==> src/bsc_pkg.sv <==
// Constants and shared decode for the six-step commutation block.
// Assumes one 100 MHz system clock; A/D samples arrive already converted.
////////////////////////////////////////////////////////////////////////////////
package bsc_pkg;
    localparam int          TMR_W        = 32;
    localparam int          ADC_W        = 12;
    localparam int          SUM_W        = ADC_W + 2;
    localparam int          NUM_SECTORS  = 6;
    localparam int          SECTOR_DEG   = 60;
    localparam int          CONDUCT_DEG  = 120;
    localparam logic [2:0]  LAST_IDX     = 3'h5;
    localparam logic [2:0]  FULL_CNT     = 3'h6;
    localparam logic [2:0]  CODE_ALL0    = 3'h0;
    localparam logic [2:0]  CODE_ALL1    = 3'h7;
    localparam logic [1:0]  FILT_SAMPLES = 2'h2;
    // Sync vector layout
    localparam int          SY_U         = 0;
    localparam int          SY_W         = 2;
    localparam int          SY_CW        = 3;
    localparam int          SY_OC_N      = 4;
    localparam int          SY_BITS      = 5;
    // Stop pin reads as asserted until synchronised, so gates start off
    localparam logic [SY_BITS-1:0] SYNC_RST = 5'h08;

    function automatic logic bsc_code_valid(input logic [2:0] code);
        return (code != CODE_ALL0) && (code != CODE_ALL1);
    endfunction : bsc_code_valid

    // Returns {hi[w,v,u], lo[w,v,u]}; reverse direction swaps the arms
    function automatic logic [5:0] bsc_pattern(input logic [2:0] code,
                                               input logic       cw,
                                               input logic       chop);
        logic [2:0] hi;
        logic [2:0] lo;
        hi = 3'h0;
        lo = 3'h0;
        unique case (code)
            3'h5: begin hi = 3'h1; lo = 3'h2; end
            3'h4: begin hi = 3'h1; lo = 3'h4; end
            3'h6: begin hi = 3'h2; lo = 3'h4; end
            3'h2: begin hi = 3'h2; lo = 3'h1; end
            3'h3: begin hi = 3'h4; lo = 3'h1; end
            3'h1: begin hi = 3'h4; lo = 3'h2; end
            default: begin hi = 3'h0; lo = 3'h0; end
        endcase
        if (!cw) begin
            return {lo & {3{chop}}, hi};
        end
        return {hi & {3{chop}}, lo};
    endfunction : bsc_pattern
endpackage : bsc_pkg

==> src/bsc_commutation.sv <==
// Six-step commutation core: sensor or sensorless position, gate drive, speed.
// Expects pwm_chop, sensorless_mode and A/D samples from logic on clk_sys; sensor, direction and stop pins are synchronised here.
`timescale 1ns/1ps
`default_nettype none
module bsc_commutation (
    // Clock, reset, enable
    input  wire logic                       clk_sys,
    input  wire logic                       reset_n,
    input  wire logic                       clk_en,
    // Position sensor pins
    input  wire logic                       position_sensor_u_input,
    input  wire logic                       position_sensor_v_input,
    input  wire logic                       position_sensor_w_input,
    // Mode and protection pins
    input  wire logic                       clockwise_direction,
    input  wire logic                       overcurrent_stop_input_n,
    input  wire logic                       sensorless_mode,
    // Carrier and converted phase voltages
    input  wire logic                       pwm_chop,
    input  wire logic                       adc_valid,
    input  wire logic [bsc_pkg::ADC_W-1:0]  adc_u,
    input  wire logic [bsc_pkg::ADC_W-1:0]  adc_v,
    input  wire logic [bsc_pkg::ADC_W-1:0]  adc_w,
    // Gate drive
    output logic                            gate_u_hi,
    output logic                            gate_v_hi,
    output logic                            gate_w_hi,
    output logic                            gate_u_lo,
    output logic                            gate_v_lo,
    output logic                            gate_w_lo,
    // Status
    output logic [2:0]                      position_code,
    output logic [bsc_pkg::TMR_W-1:0]       speed_period,
    output logic                            speed_valid,
    output logic                            sensor_error
);
    import bsc_pkg::*;

    ////////////////////////////////////////////////////////////////////////////
    // Pin synchronisers
    logic [SY_BITS-1:0] sync1_ff;
    logic [SY_BITS-1:0] sync2_ff;
    logic [SY_BITS-1:0] nxt_sync1;
    logic [SY_BITS-1:0] nxt_sync2;

    always_comb begin
        nxt_sync1 = sync1_ff;
        nxt_sync2 = sync2_ff;
        if (clk_en) begin
            nxt_sync1 = {overcurrent_stop_input_n, clockwise_direction,
                         position_sensor_w_input, position_sensor_v_input,
                         position_sensor_u_input};
            nxt_sync2 = sync1_ff;
        end
    end

    // Idle as stop asserted so gates stay off until the pin is seen
    always_ff @(posedge clk_sys or negedge reset_n) begin
        if (!reset_n) begin
            sync1_ff <= SYNC_RST;
            sync2_ff <= SYNC_RST;
        end else begin
            sync1_ff <= nxt_sync1;
            sync2_ff <= nxt_sync2;
        end
    end

    logic [2:0] hall_code;
    logic       oc_active;
    logic       dir_cw;
    assign hall_code = sync2_ff[SY_W:SY_U];
    assign oc_active = !sync2_ff[SY_OC_N];
    assign dir_cw    = sync2_ff[SY_CW];

    ////////////////////////////////////////////////////////////////////////////
    // Position, timing and gate state
    logic [TMR_W-1:0] timer_ff, nxt_timer;
    logic [TMR_W-1:0] caps_ff [NUM_SECTORS];
    logic [TMR_W-1:0] nxt_caps [NUM_SECTORS];
    logic [2:0]       cap_idx_ff, nxt_cap_idx;
    logic [2:0]       cap_cnt_ff, nxt_cap_cnt;
    logic [TMR_W-1:0] period_ff, nxt_period;
    logic             spd_ok_ff, nxt_spd_ok;
    logic [2:0]       code_ff, nxt_code;
    logic [2:0]       cmp_ff, nxt_cmp;
    logic [2:0]       filt_ff, nxt_filt;
    logic [1:0]       fcnt_ff, nxt_fcnt;
    logic [TMR_W-1:0] zc_time_ff, nxt_zc_time;
    logic [TMR_W-1:0] dly_ff, nxt_dly;
    logic             dly_run_ff, nxt_dly_run;
    logic [2:0]       pend_ff, nxt_pend;
    logic [5:0]       gate_ff, nxt_gate;
    logic             err_ff, nxt_err;
    logic             event_c;
    logic             zc_c;
    logic [SUM_W-1:0] sum_c;
    logic [2:0]       raw_c;
    logic [TMR_W-1:0] intv_c;

    always_comb begin
        nxt_timer   = timer_ff;
        nxt_caps    = caps_ff;
        nxt_cap_idx = cap_idx_ff;
        nxt_cap_cnt = cap_cnt_ff;
        nxt_period  = period_ff;
        nxt_spd_ok  = spd_ok_ff;
        nxt_code    = code_ff;
        nxt_cmp     = cmp_ff;
        nxt_filt    = filt_ff;
        nxt_fcnt    = fcnt_ff;
        nxt_zc_time = zc_time_ff;
        nxt_dly     = dly_ff;
        nxt_dly_run = dly_run_ff;
        nxt_pend    = pend_ff;
        nxt_gate    = gate_ff;
        nxt_err     = err_ff;
        event_c     = 1'b0;
        zc_c        = 1'b0;
        intv_c      = timer_ff - zc_time_ff;
        // Compare 3*phase with the phase sum to avoid a divider
        sum_c = {2'h0, adc_u} + {2'h0, adc_v} + {2'h0, adc_w};
        raw_c[0] = (({2'h0, adc_u} << 1) + {2'h0, adc_u}) > sum_c;
        raw_c[1] = (({2'h0, adc_v} << 1) + {2'h0, adc_v}) > sum_c;
        raw_c[2] = (({2'h0, adc_w} << 1) + {2'h0, adc_w}) > sum_c;
        if (clk_en) begin
            nxt_timer = timer_ff + 32'h1;
            if (!sensorless_mode) begin
                nxt_dly_run = 1'b0;
                if (hall_code != code_ff) begin
                    nxt_code = hall_code;
                    event_c  = 1'b1;
                end
            end else begin
                if (adc_valid) begin
                    // A pattern must repeat before it counts as settled
                    nxt_cmp = raw_c;
                    if (raw_c != cmp_ff) begin
                        nxt_fcnt = 2'h0;
                    end else if (fcnt_ff < FILT_SAMPLES - 2'h1) begin
                        nxt_fcnt = fcnt_ff + 2'h1;
                    end else if (raw_c != filt_ff) begin
                        nxt_filt    = raw_c;
                        zc_c        = 1'b1;
                        nxt_zc_time = timer_ff;
                        nxt_dly     = intv_c >> 1;
                        nxt_dly_run = 1'b1;
                        nxt_pend    = raw_c;
                    end
                end
                // A crossing restarts the delay so a stale pattern is never applied
                if (dly_run_ff && !zc_c) begin
                    if (dly_ff == 32'h0) begin
                        nxt_dly_run = 1'b0;
                        if (pend_ff != code_ff) begin
                            nxt_code = pend_ff;
                            event_c  = 1'b1;
                        end
                    end else begin
                        nxt_dly = dly_ff - 32'h1;
                    end
                end
            end
            if (event_c) begin
                nxt_caps[cap_idx_ff] = timer_ff;
                nxt_period = timer_ff - caps_ff[cap_idx_ff];
                nxt_spd_ok = (cap_cnt_ff == FULL_CNT);
                if (cap_cnt_ff != FULL_CNT) begin
                    nxt_cap_cnt = cap_cnt_ff + 3'h1;
                end
                nxt_cap_idx = (cap_idx_ff == LAST_IDX) ? 3'h0 : cap_idx_ff + 3'h1;
            end
            nxt_err = !bsc_code_valid(code_ff);
            if (oc_active || !bsc_code_valid(code_ff)) begin
                nxt_gate = 6'h00;
            end else begin
                nxt_gate = bsc_pattern(code_ff, dir_cw, pwm_chop);
            end
        end
    end

    always_ff @(posedge clk_sys or negedge reset_n) begin
        if (!reset_n) begin
            timer_ff   <= '0;
            caps_ff    <= '{default: '0};
            cap_idx_ff <= 3'h0;
            cap_cnt_ff <= 3'h0;
            period_ff  <= '0;
            spd_ok_ff  <= 1'b0;
            code_ff    <= CODE_ALL0;
            cmp_ff     <= 3'h0;
            filt_ff    <= 3'h0;
            fcnt_ff    <= 2'h0;
            zc_time_ff <= '0;
            dly_ff     <= '0;
            dly_run_ff <= 1'b0;
            pend_ff    <= 3'h0;
            gate_ff    <= 6'h00;
            err_ff     <= 1'b0;
        end else begin
            timer_ff   <= nxt_timer;
            caps_ff    <= nxt_caps;
            cap_idx_ff <= nxt_cap_idx;
            cap_cnt_ff <= nxt_cap_cnt;
            period_ff  <= nxt_period;
            spd_ok_ff  <= nxt_spd_ok;
            code_ff    <= nxt_code;
            cmp_ff     <= nxt_cmp;
            filt_ff    <= nxt_filt;
            fcnt_ff    <= nxt_fcnt;
            zc_time_ff <= nxt_zc_time;
            dly_ff     <= nxt_dly;
            dly_run_ff <= nxt_dly_run;
            pend_ff    <= nxt_pend;
            gate_ff    <= nxt_gate;
            err_ff     <= nxt_err;
        end
    end

    assign {gate_w_hi, gate_v_hi, gate_u_hi} = gate_ff[5:3];
    assign {gate_w_lo, gate_v_lo, gate_u_lo} = gate_ff[2:0];
    assign position_code = code_ff;
    assign speed_period  = period_ff;
    assign speed_valid   = spd_ok_ff;
    assign sensor_error  = err_ff;

    ////////////////////////////////////////////////////////////////////////////
    // Assertions
    property p_hall_follow;
        @(posedge clk_sys) disable iff (!reset_n)
        clk_en && !sensorless_mode && hall_code != code_ff |=> code_ff == $past(hall_code);
    endproperty
    a_hall_follow: assert property (p_hall_follow) else $error("code missed sensor edge");

    property p_sector_step;
        @(posedge clk_sys) disable iff (!reset_n)
        clk_en && event_c |=> cap_idx_ff == (($past(cap_idx_ff) == LAST_IDX) ? 3'h0
                                             : $past(cap_idx_ff) + 3'h1);
    endproperty
    a_sector_step: assert property (p_sector_step) else $error("sector index bad");

    property p_one_switch_per_arm;
        @(posedge clk_sys) disable iff (!reset_n)
        $onehot0(gate_ff[5:3]) && $onehot0(gate_ff[2:0]) && (gate_ff[5:3] & gate_ff[2:0]) == 3'h0;
    endproperty
    a_one_switch_per_arm: assert property (p_one_switch_per_arm) else $error("gate overlap");

    // Chopping removes the upper switch, so only unchopped cycles are counted
    property p_two_phases;
        @(posedge clk_sys) disable iff (!reset_n)
        clk_en && sensorless_mode && pwm_chop && !oc_active && bsc_code_valid(code_ff)
        |=> $countones(gate_ff) == 2;
    endproperty
    a_two_phases: assert property (p_two_phases) else $error("not two phases");

    property p_timer_run;
        @(posedge clk_sys) disable iff (!reset_n)
        clk_en |=> timer_ff == $past(timer_ff) + 32'h1;
    endproperty
    a_timer_run: assert property (p_timer_run) else $error("timer not free running");

    property p_speed_diff;
        @(posedge clk_sys) disable iff (!reset_n)
        clk_en && event_c |=> period_ff == $past(timer_ff) - $past(caps_ff[cap_idx_ff]);
    endproperty
    a_speed_diff: assert property (p_speed_diff) else $error("speed difference wrong");

    property p_half_delay;
        @(posedge clk_sys) disable iff (!reset_n)
        clk_en && zc_c |=> dly_ff == ($past(intv_c) >> 1) && dly_run_ff;
    endproperty
    a_half_delay: assert property (p_half_delay) else $error("delay not half interval");

    property p_delay_commit;
        @(posedge clk_sys) disable iff (!reset_n)
        clk_en && sensorless_mode && dly_run_ff && !zc_c && dly_ff == 32'h0
        |=> code_ff == $past(pend_ff) && !dly_run_ff;
    endproperty
    a_delay_commit: assert property (p_delay_commit) else $error("pseudo code not applied");

    property p_freeze;
        @(posedge clk_sys) disable iff (!reset_n)
        !clk_en |=> timer_ff == $past(timer_ff) && code_ff == $past(code_ff)
                    && gate_ff == $past(gate_ff);
    endproperty
    a_freeze: assert property (p_freeze) else $error("state moved while disabled");

    property p_oc_stop;
        @(posedge clk_sys) disable iff (!reset_n)
        clk_en && oc_active |=> gate_ff == 6'h00;
    endproperty
    a_oc_stop: assert property (p_oc_stop) else $error("gates on during stop");

    property p_bad_code;
        @(posedge clk_sys) disable iff (!reset_n)
        clk_en && !bsc_code_valid(code_ff) |=> gate_ff == 6'h00 && err_ff;
    endproperty
    a_bad_code: assert property (p_bad_code) else $error("invalid code not blocked");

    c_hall_event: cover property (@(posedge clk_sys) !sensorless_mode && event_c);
    c_zc_commit: cover property (@(posedge clk_sys) sensorless_mode && event_c);
    c_speed_ok: cover property (@(posedge clk_sys) $rose(spd_ok_ff));
    c_oc_trip: cover property (@(posedge clk_sys) oc_active && gate_ff == 6'h00);
endmodule : bsc_commutation
`default_nettype wire

==> config.mk <==
export PLATFORM = sky130hd
export DESIGN_NAME = bsc_commutation
export DESIGN_NICKNAME = d
export VERILOG_FILES = /design/src/bsc_pkg.sv /design/src/bsc_commutation.sv
export SDC_FILE = /design/constraint.sdc
export NUM_CORES = 1
export LEC_CHECK = 0
export ABC_CLOCK_PERIOD_IN_PS = 8100
export BUFFER_PORTS_ARGS = -buffer_cell sky130_fd_sc_hd__buf_2
export CAP_MARGIN = 30
export CORE_MARGIN = 5
export CORE_UTILIZATION = 50
export DETAILED_ROUTE_END_ITERATION = 8
export GPL_ROUTABILITY_DRIVEN = 0
export PLACE_DENSITY = 0.65
export SKIP_CTS_REPAIR_TIMING = 1
export SYNTH_ARGS = -nofsm -noshare
export SYNTH_HDL_FRONTEND = slang
export SYNTH_SLANG_ARGS = --single-unit
==> constraint.sdc <==
create_clock -name clk_sys -period 8.1 [get_ports clk_sys]
set_clock_uncertainty 0.1 [all_clocks]
set_input_delay 1.62 -clock clk_sys [delete_from_list [all_inputs] [get_ports clk_sys]]
set_output_delay 1.62 -clock clk_sys [all_outputs]
set_load 0.01 [all_outputs]
==> results of run 1 <==
## registers in the layout, indices dropped and copies added, names as in the netlist, 5 cells and up
register	cells
speed_period	32
sync1_ff	5
zc_time_ff	32
caps_ff	192
gate_ff	6
timer_ff	32
dly_ff	32
sync2_ff	5
## placed cells by master, fill, tap and decap left out, types with 14 or more instances in the layout
| cell type | instances |
|---|---|
| inv_1 | 110 |
| a21oi_1 | 127 |
| ha_1 | 150 |
| o21ai_0 | 178 |
| nand2_1 | 237 |
| nand4_1 | 18 |
| mux2_2 | 156 |
| o21a_1 | 23 |
| xor2_1 | 50 |
| fa_1 | 18 |
| o21bai_1 | 16 |
| nand2b_1 | 30 |
| a211oi_1 | 15 |
| o221a_2 | 14 |
| a221oi_1 | 15 |
| a21o_1 | 49 |
| mux2_4 | 59 |
| mux2i_1 | 67 |
| nor3_1 | 37 |
| o22ai_1 | 15 |
| clkbuf_16 | 42 |
| o211ai_1 | 27 |
| nor2_1 | 135 |
| dfrtp_1 | 351 |
| xnor2_1 | 83 |
| buf_4 | 31 |
| nand3_1 | 38 |
| buf_2 | 88 |
## final cells by class
type	instances	area share, %
Inverter	110	1.62
Antenna cell	2	0.0197
Clock buffer	57	4.55
Sequential cell	356	35.1
Multi-Input combinational cell	1735	51.7
Timing Repair Buffer	126	3.18
Clock inverter	17	0.906
Tap cell	600	2.95
## through the flow
| step | cell area (um2) | utilization [%] |
|---|---|---|
| global placement | 24000 | 52.9 |
| detailed placement | 24000 | 52.9 |
| finish | 25400 | 56.0 |
| global route | 25400 | 56.0 |
| CTS | 25400 | 56.0 |
| floorplan | 22900 | - |
## how the worst max path moves through the flow
stage                     startpoint      endpoint  slack (ns)
after floorplan             adc_u[1]  caps_ff[130]        1.07
after global placement      adc_u[1]  caps_ff[159]        0.23
after detailed placement    adc_u[1]  caps_ff[159]        0.15
after CTS                   adc_u[1]  caps_ff[159]        0.70
after global routing        adc_u[1]  caps_ff[159]        0.20
final                       adc_u[1]  caps_ff[159]        0.65
## cells in the mapped netlist (all sizes together), types with 49 or more instances
library cell  instances  area share (%)
nor2                137             2.2
inv                 110             1.8
a21oi               128             2.8
mux2i                67             2.9
clkbuf               74             1.2
dfrtp               354              39
o21ai               180             3.9
nand2               237             3.9
xor2                 51             2.0
ha                  150             8.2
xnor2                83             3.2
a21o                 49             1.6
mux2                215              12
## kinds of logic after synthesis
logic type,Yosys count,share of synthesized area (%)
compound gates,553,15.4
mux,282,14.4
fa+ha+maj,169,9.80
simple gates,597,12.3
flops,356,38.9
xor+xnor,134,5.15
buf+inv,227,4.08
## layer usage
metal | wire, um | vias to the layer above | share of wire (%)
met1 | 27200 | 8657 | 48
li1 | - | 8383 | -
met2 | 25900 | 348 | 46
met5 | 0 | - | 0
met3 | 2440 | 74 | 4.3
met4 | 1340 | 0 | 2.4
## power groups by stage
| stage | logic, W | clock network [W] | registers, W |
|---|---|---|---|
| 2_1_floorplan | 0.00226 | 0 | 0.00238 |
| 3_3_place_gp | 0.00296 | 0 | 0.00252 |
| 3_5_place_dp | 0.00303 | 0 | 0.00254 |
| 4_1_cts | 0.00305 | 0.00196 | 0.00251 |
| 5_1_grt | 0.00339 | 0.00202 | 0.00257 |
| 6_report | 0.00304 | 0.00192 | 0.00251 |
## worst reg2reg max path, delay by kind of cell (launching register included)
| family | cells | cell delay (ns) |
|---|---|---|
| flops | 1 | 0.72 |
| fa+ha+maj | 2 | 0.66 |
| mux | 1 | 0.26 |
| simple gates | 2 | 0.33 |
| compound gates | 12 | 3.31 |
| buf+inv | 1 | 0.47 |
==> flow_summary.ini, run 1 <==
[run_status]
status = completed

[routing]
drt-total-wl_um = 56900
vias_per_cell = 5.81
post_drt_wl_per_cell_um = 18.9
drtIter0Drc = 1177
route.detailed.drc = 0
vias = 17500
drt-pass1-iter-count = 5
antenna_left = 0

[synthesis]
synth_cell_type_count = 89
synth_edf_count = 0
syn-cell-area_mm2 = 0.0229
ys_warn_count = 0
syn-num-nets = 2533
synth_cells = 2318
syn_avg_cell_area_um2 = 9.89
synth_top_flop_cell = dfrtp_1
ys_ff_latch = 356
synthArstFlopShare_pct = 100
ys_seq_area_share_pct = 38.9

[critical_path]
crit_type = input port to flop
slowest_stage = fa_1
end_kind = flop
cp.arrival_ns = 7.81
r2r_slack_ns = 2.15
reg2reg_from = cap_idx_ff[1]
cp.required_ns = 8.45
critical_path.max_stage_delay_ns = 0.55
crit_fanout = 21
crit_path_start_kind = input port
cp_top_family = compound AO/OA/AOI/OAI gates
worst-path-stages = 26
crit_buf_inv = 4
crit_top_cell = a21oi_1
timing.rr.end = speed_period[30]
r2r_cells = 18

[global_routing]
grt_pass1_vias = 17200
grt_pass1_wl_um = 92900
grt_max_degree = 123
grtUsageTotal_pct = 22.5
gr-total-overflow = 0
use_met2_pct = 35.6
grt_use_met1_pct = 32.8
met3_usage_pct = 2.91
antenna_found_initial = 2
busiest_layer = met2

[timing]
final-hold-violation-count = 0
max_freq_mhz = 134
tns_ns = 0
report.final.slew_viol_count = 0
fin_crit_sh_pct = 92.0
setup_viol = 0
holdWs_ns = 0.374
maxSlewHeadroom_pct = 30.0
fin_crit_ns = 7.45
grt_setup_unrepaired = no
timing.final.ws_setup_ns = 0.647
tightestPinTransition_ns = 1.04

[final_layout]
multi_input_area_mm2 = 0.0131
nets = 2585
final-seq-area_mm2 = 0.00891
area_delta_synth_final_pct = 10.8
layout-drive-gt1-share_pct = 18.9
finalNonFillerCells = 3003
fill_cells = 4022

[hold_path]
hold-path-endpoint = speed_period[1]
hold_class = flop to flop
min_path_cells = 2
hp-start = speed_period[1]

[placed_design]
place_inst = 2927
dp.final_hpwl_um = 40400
io_buffers = 89
place_ws_ns = 0.148

[power]
power_frac_seq_pct = 33.6
switching_power_w = 0.00291
power.internal_w = 0.00457
p_per_area_mw_per_mm2 = 294
p_sw_share_pct = 38.9
leakage_nw = 12.3
p_clk_share_pct = 25.7
combPwrFrac_pct = 40.7
power_w = 0.00748
peakVddDrop_mv = 0.157

[die]
core-area_mm2 = 0.0454
start_util_pct = 50.5
die_area_mm2 = 0.0502
design.portCount = 90
std_cell_rows = 78
die_w_um = 224
fp.dieH_um = 224

[clock_network]
cts.clk_slew.worst_paths_ns = 0.06
tritoncts = done
root_buffer = clkbuf_16
cts_made_buffers = 41
worstSkewPairLatency_ns = 0.58
cts.htree.levels = 2
clk_path_buf_depth = 3
numClockSinks = 356

[run]
maxCapViolCount = 0
Note: power is estimated with default switching activity, not from simulation.
==> inputs of run 2 (changes only) <==
--- a/config.mk
+++ b/config.mk
@@ -10,6 +10,7 @@
 export CAP_MARGIN = 30
 export CORE_MARGIN = 5
 export CORE_UTILIZATION = 50
+export CTS_BUF_LIST = sky130_fd_sc_hd__clkbuf_4 sky130_fd_sc_hd__clkbuf_8
 export DETAILED_ROUTE_END_ITERATION = 8
 export GPL_ROUTABILITY_DRIVEN = 0
 export PLACE_DENSITY = 0.65
==> run 2 against run 1 <==
  * Via count increased by 0.90%
  * Sequential power about the same
  * Maximum frequency grew 1.0%
  * Count of clock-buffer cells in the layout grew 32
  * Routed wire length rose by 0.44%
  * Die area did not move
  * Largest power group unchanged
  * Highest routed layer unchanged
==> flow_summary.ini, run 2 (synthesis gave the netlist of run 1 again) <==
[final_layout]
final_common_cell = dfrtp_1
fin_util_pct = 56.3
finalNonFillerCells = 3043
layout-drive-gt1-share_pct = 20.6
largest_reg_flops = 192
nets = 2606
regMostFlops = caps_ff
layout_common_cells = 351 x dfrtp_1, 237 x nand2_1, 178 x o21ai_0, 156 x mux2_2, 150 x ha_1
area_delta_synth_final_pct = 11.4

[placed_design]
dp.final_hpwl_um = 40400
place_inst = 2927
io_buffers = 89
place_ws_ns = 0.148

[critical_path]
timing.rr.end = speed_period[30]
cp.required_ns = 8.53
crit_type = input port to flop
critical_path.max_stage_delay_ns = 0.55
cp.arrival_ns = 7.81
crit_top_cell = a21oi_1
crit_path_start = adc_u[1]
r2r_cells = 18
r2r_slack_ns = 2.21
crit_path_start_kind = input port
endpoint = caps_ff[159]
reg2reg_from = cap_idx_ff[1]
crit_fanout = 21
slowest_stage = fa_1
end_kind = flop

[routing]
vias_per_cell = 5.79
route.detailed.drc = 0
drt-pass1-iter-count = 5
post_drt_wl_per_cell_um = 18.8
vias = 17600
antenna_left = 0
drt-total-wl_um = 57100
drtIter0Drc = 1159

[die]
design.portCount = 90
die_area_mm2 = 0.0502
core-area_mm2 = 0.0454
die_w_um = 224
std_cell_rows = 78
fp.dieH_um = 224
start_util_pct = 50.5

[run_status]
status = completed

[clock_network]
cts.clk_slew.worst_paths_ns = 0.06
numClockSinks = 356
cts_made_buffers = 61
cts.htree.levels = 2
worstSkewPairLatency_ns = 0.67
root_buffer = clkbuf_8
tritoncts = done
clk_path_buf_depth = 3

[timing]
fin_crit_sh_pct = 91.1
setup_viol = 0
fin_crit_ns = 7.38
report.final.slew_viol_count = 0
tightestPinTransition_ns = 0.992
grt_setup_unrepaired = no
tns_ns = 0
timing.final.ws_setup_ns = 0.724
max_freq_mhz = 136
final-hold-violation-count = 0
maxSlewHeadroom_pct = 33.4

[power]
peakVddDrop_mv = 0.141
p_per_area_mw_per_mm2 = 294
leakage_nw = 12.4
power_w = 0.00751

[global_routing]
gr-total-overflow = 0
grt_pass1_vias = 17300
grtUsageTotal_pct = 22.5
grt_max_degree = 123
grt_pass1_wl_um = 92700
antenna_found_initial = 2

[hold_path]
hold_class = flop to flop
min_path_cells = 2

[run]
maxCapViolCount = 0
## run 2: cell types whose count changed in the layout (fill, tap and decap cells not counted), moves of 4 or more
cell       before  now
bufinv_16       4    8
clkbuf_4        0   12
clkbuf_8        5   77
clkinv_2        6   13
clkbuf_16      42    0
clkbuf_1       10    0
## run 2: how the worst min path moves through the flow
stage / start / to / slack, ns
6_report: speed_period[1] / speed_period[1] / 0.38
5_1_grt: speed_period[27] / speed_period[27] / 0.40
4_1_cts: speed_period[4] / speed_period[4] / 0.38
3_5_place_dp: speed_period[4] / speed_period[4] / 0.37
3_3_place_gp: zc_time_ff[0] / zc_time_ff[0] / 0.36
2_1_floorplan: dly_ff[31] / dly_ff[31] / 0.34
## run 2: per-layer routing
metal	vias to the layer above	share of wire [%]	GRT usage, %
li1	8440	-	-
met1	8753	49	32.8
met2	328	45	35.1
met3	99	3.7	2.95
met4	0	2.5	6.80
met5	-	0	0
## run 2: area by class of cell
class	instances	area (um2)
Antenna cell	2	5.00
Clock buffer	89	1150
Clock inverter	24	338
Fill cell	4016	19800
Inverter	110	413
Multi-Input combinational cell	1735	13100
Sequential cell	356	8910
Tap cell	600	751
Timing Repair Buffer	127	836
## run 2: stage by stage
step / hold WS (ns) / instance area (um2)
final: 0.375 / 25500
after global routing: 0.400 / 25500
after CTS: 0.380 / 25500
after detailed placement: 0.365 / 24000
after global placement: 0.359 / 24000
after floorplan: 0.338 / 22900
## run 2: where the power goes
part,internal [W],switching (W),total [W]
Combinational,0.00130,0.00175,0.00304
Clock,0.00117,0.000788,0.00196
Sequential,0.00214,0.000377,0.00251
## run 2: worst max-delay path, delay by kind of cell
family / cells / cell delay (ns)
adders and majority gates: 4 / 1.52
xor gates and xnor gates: 2 / 0.30
muxes: 1 / 0.39
and+or+nand+nor: 2 / 0.41
buffers and inverters: 4 / 0.62
AOI/OAI and AO/OA: 13 / 2.89
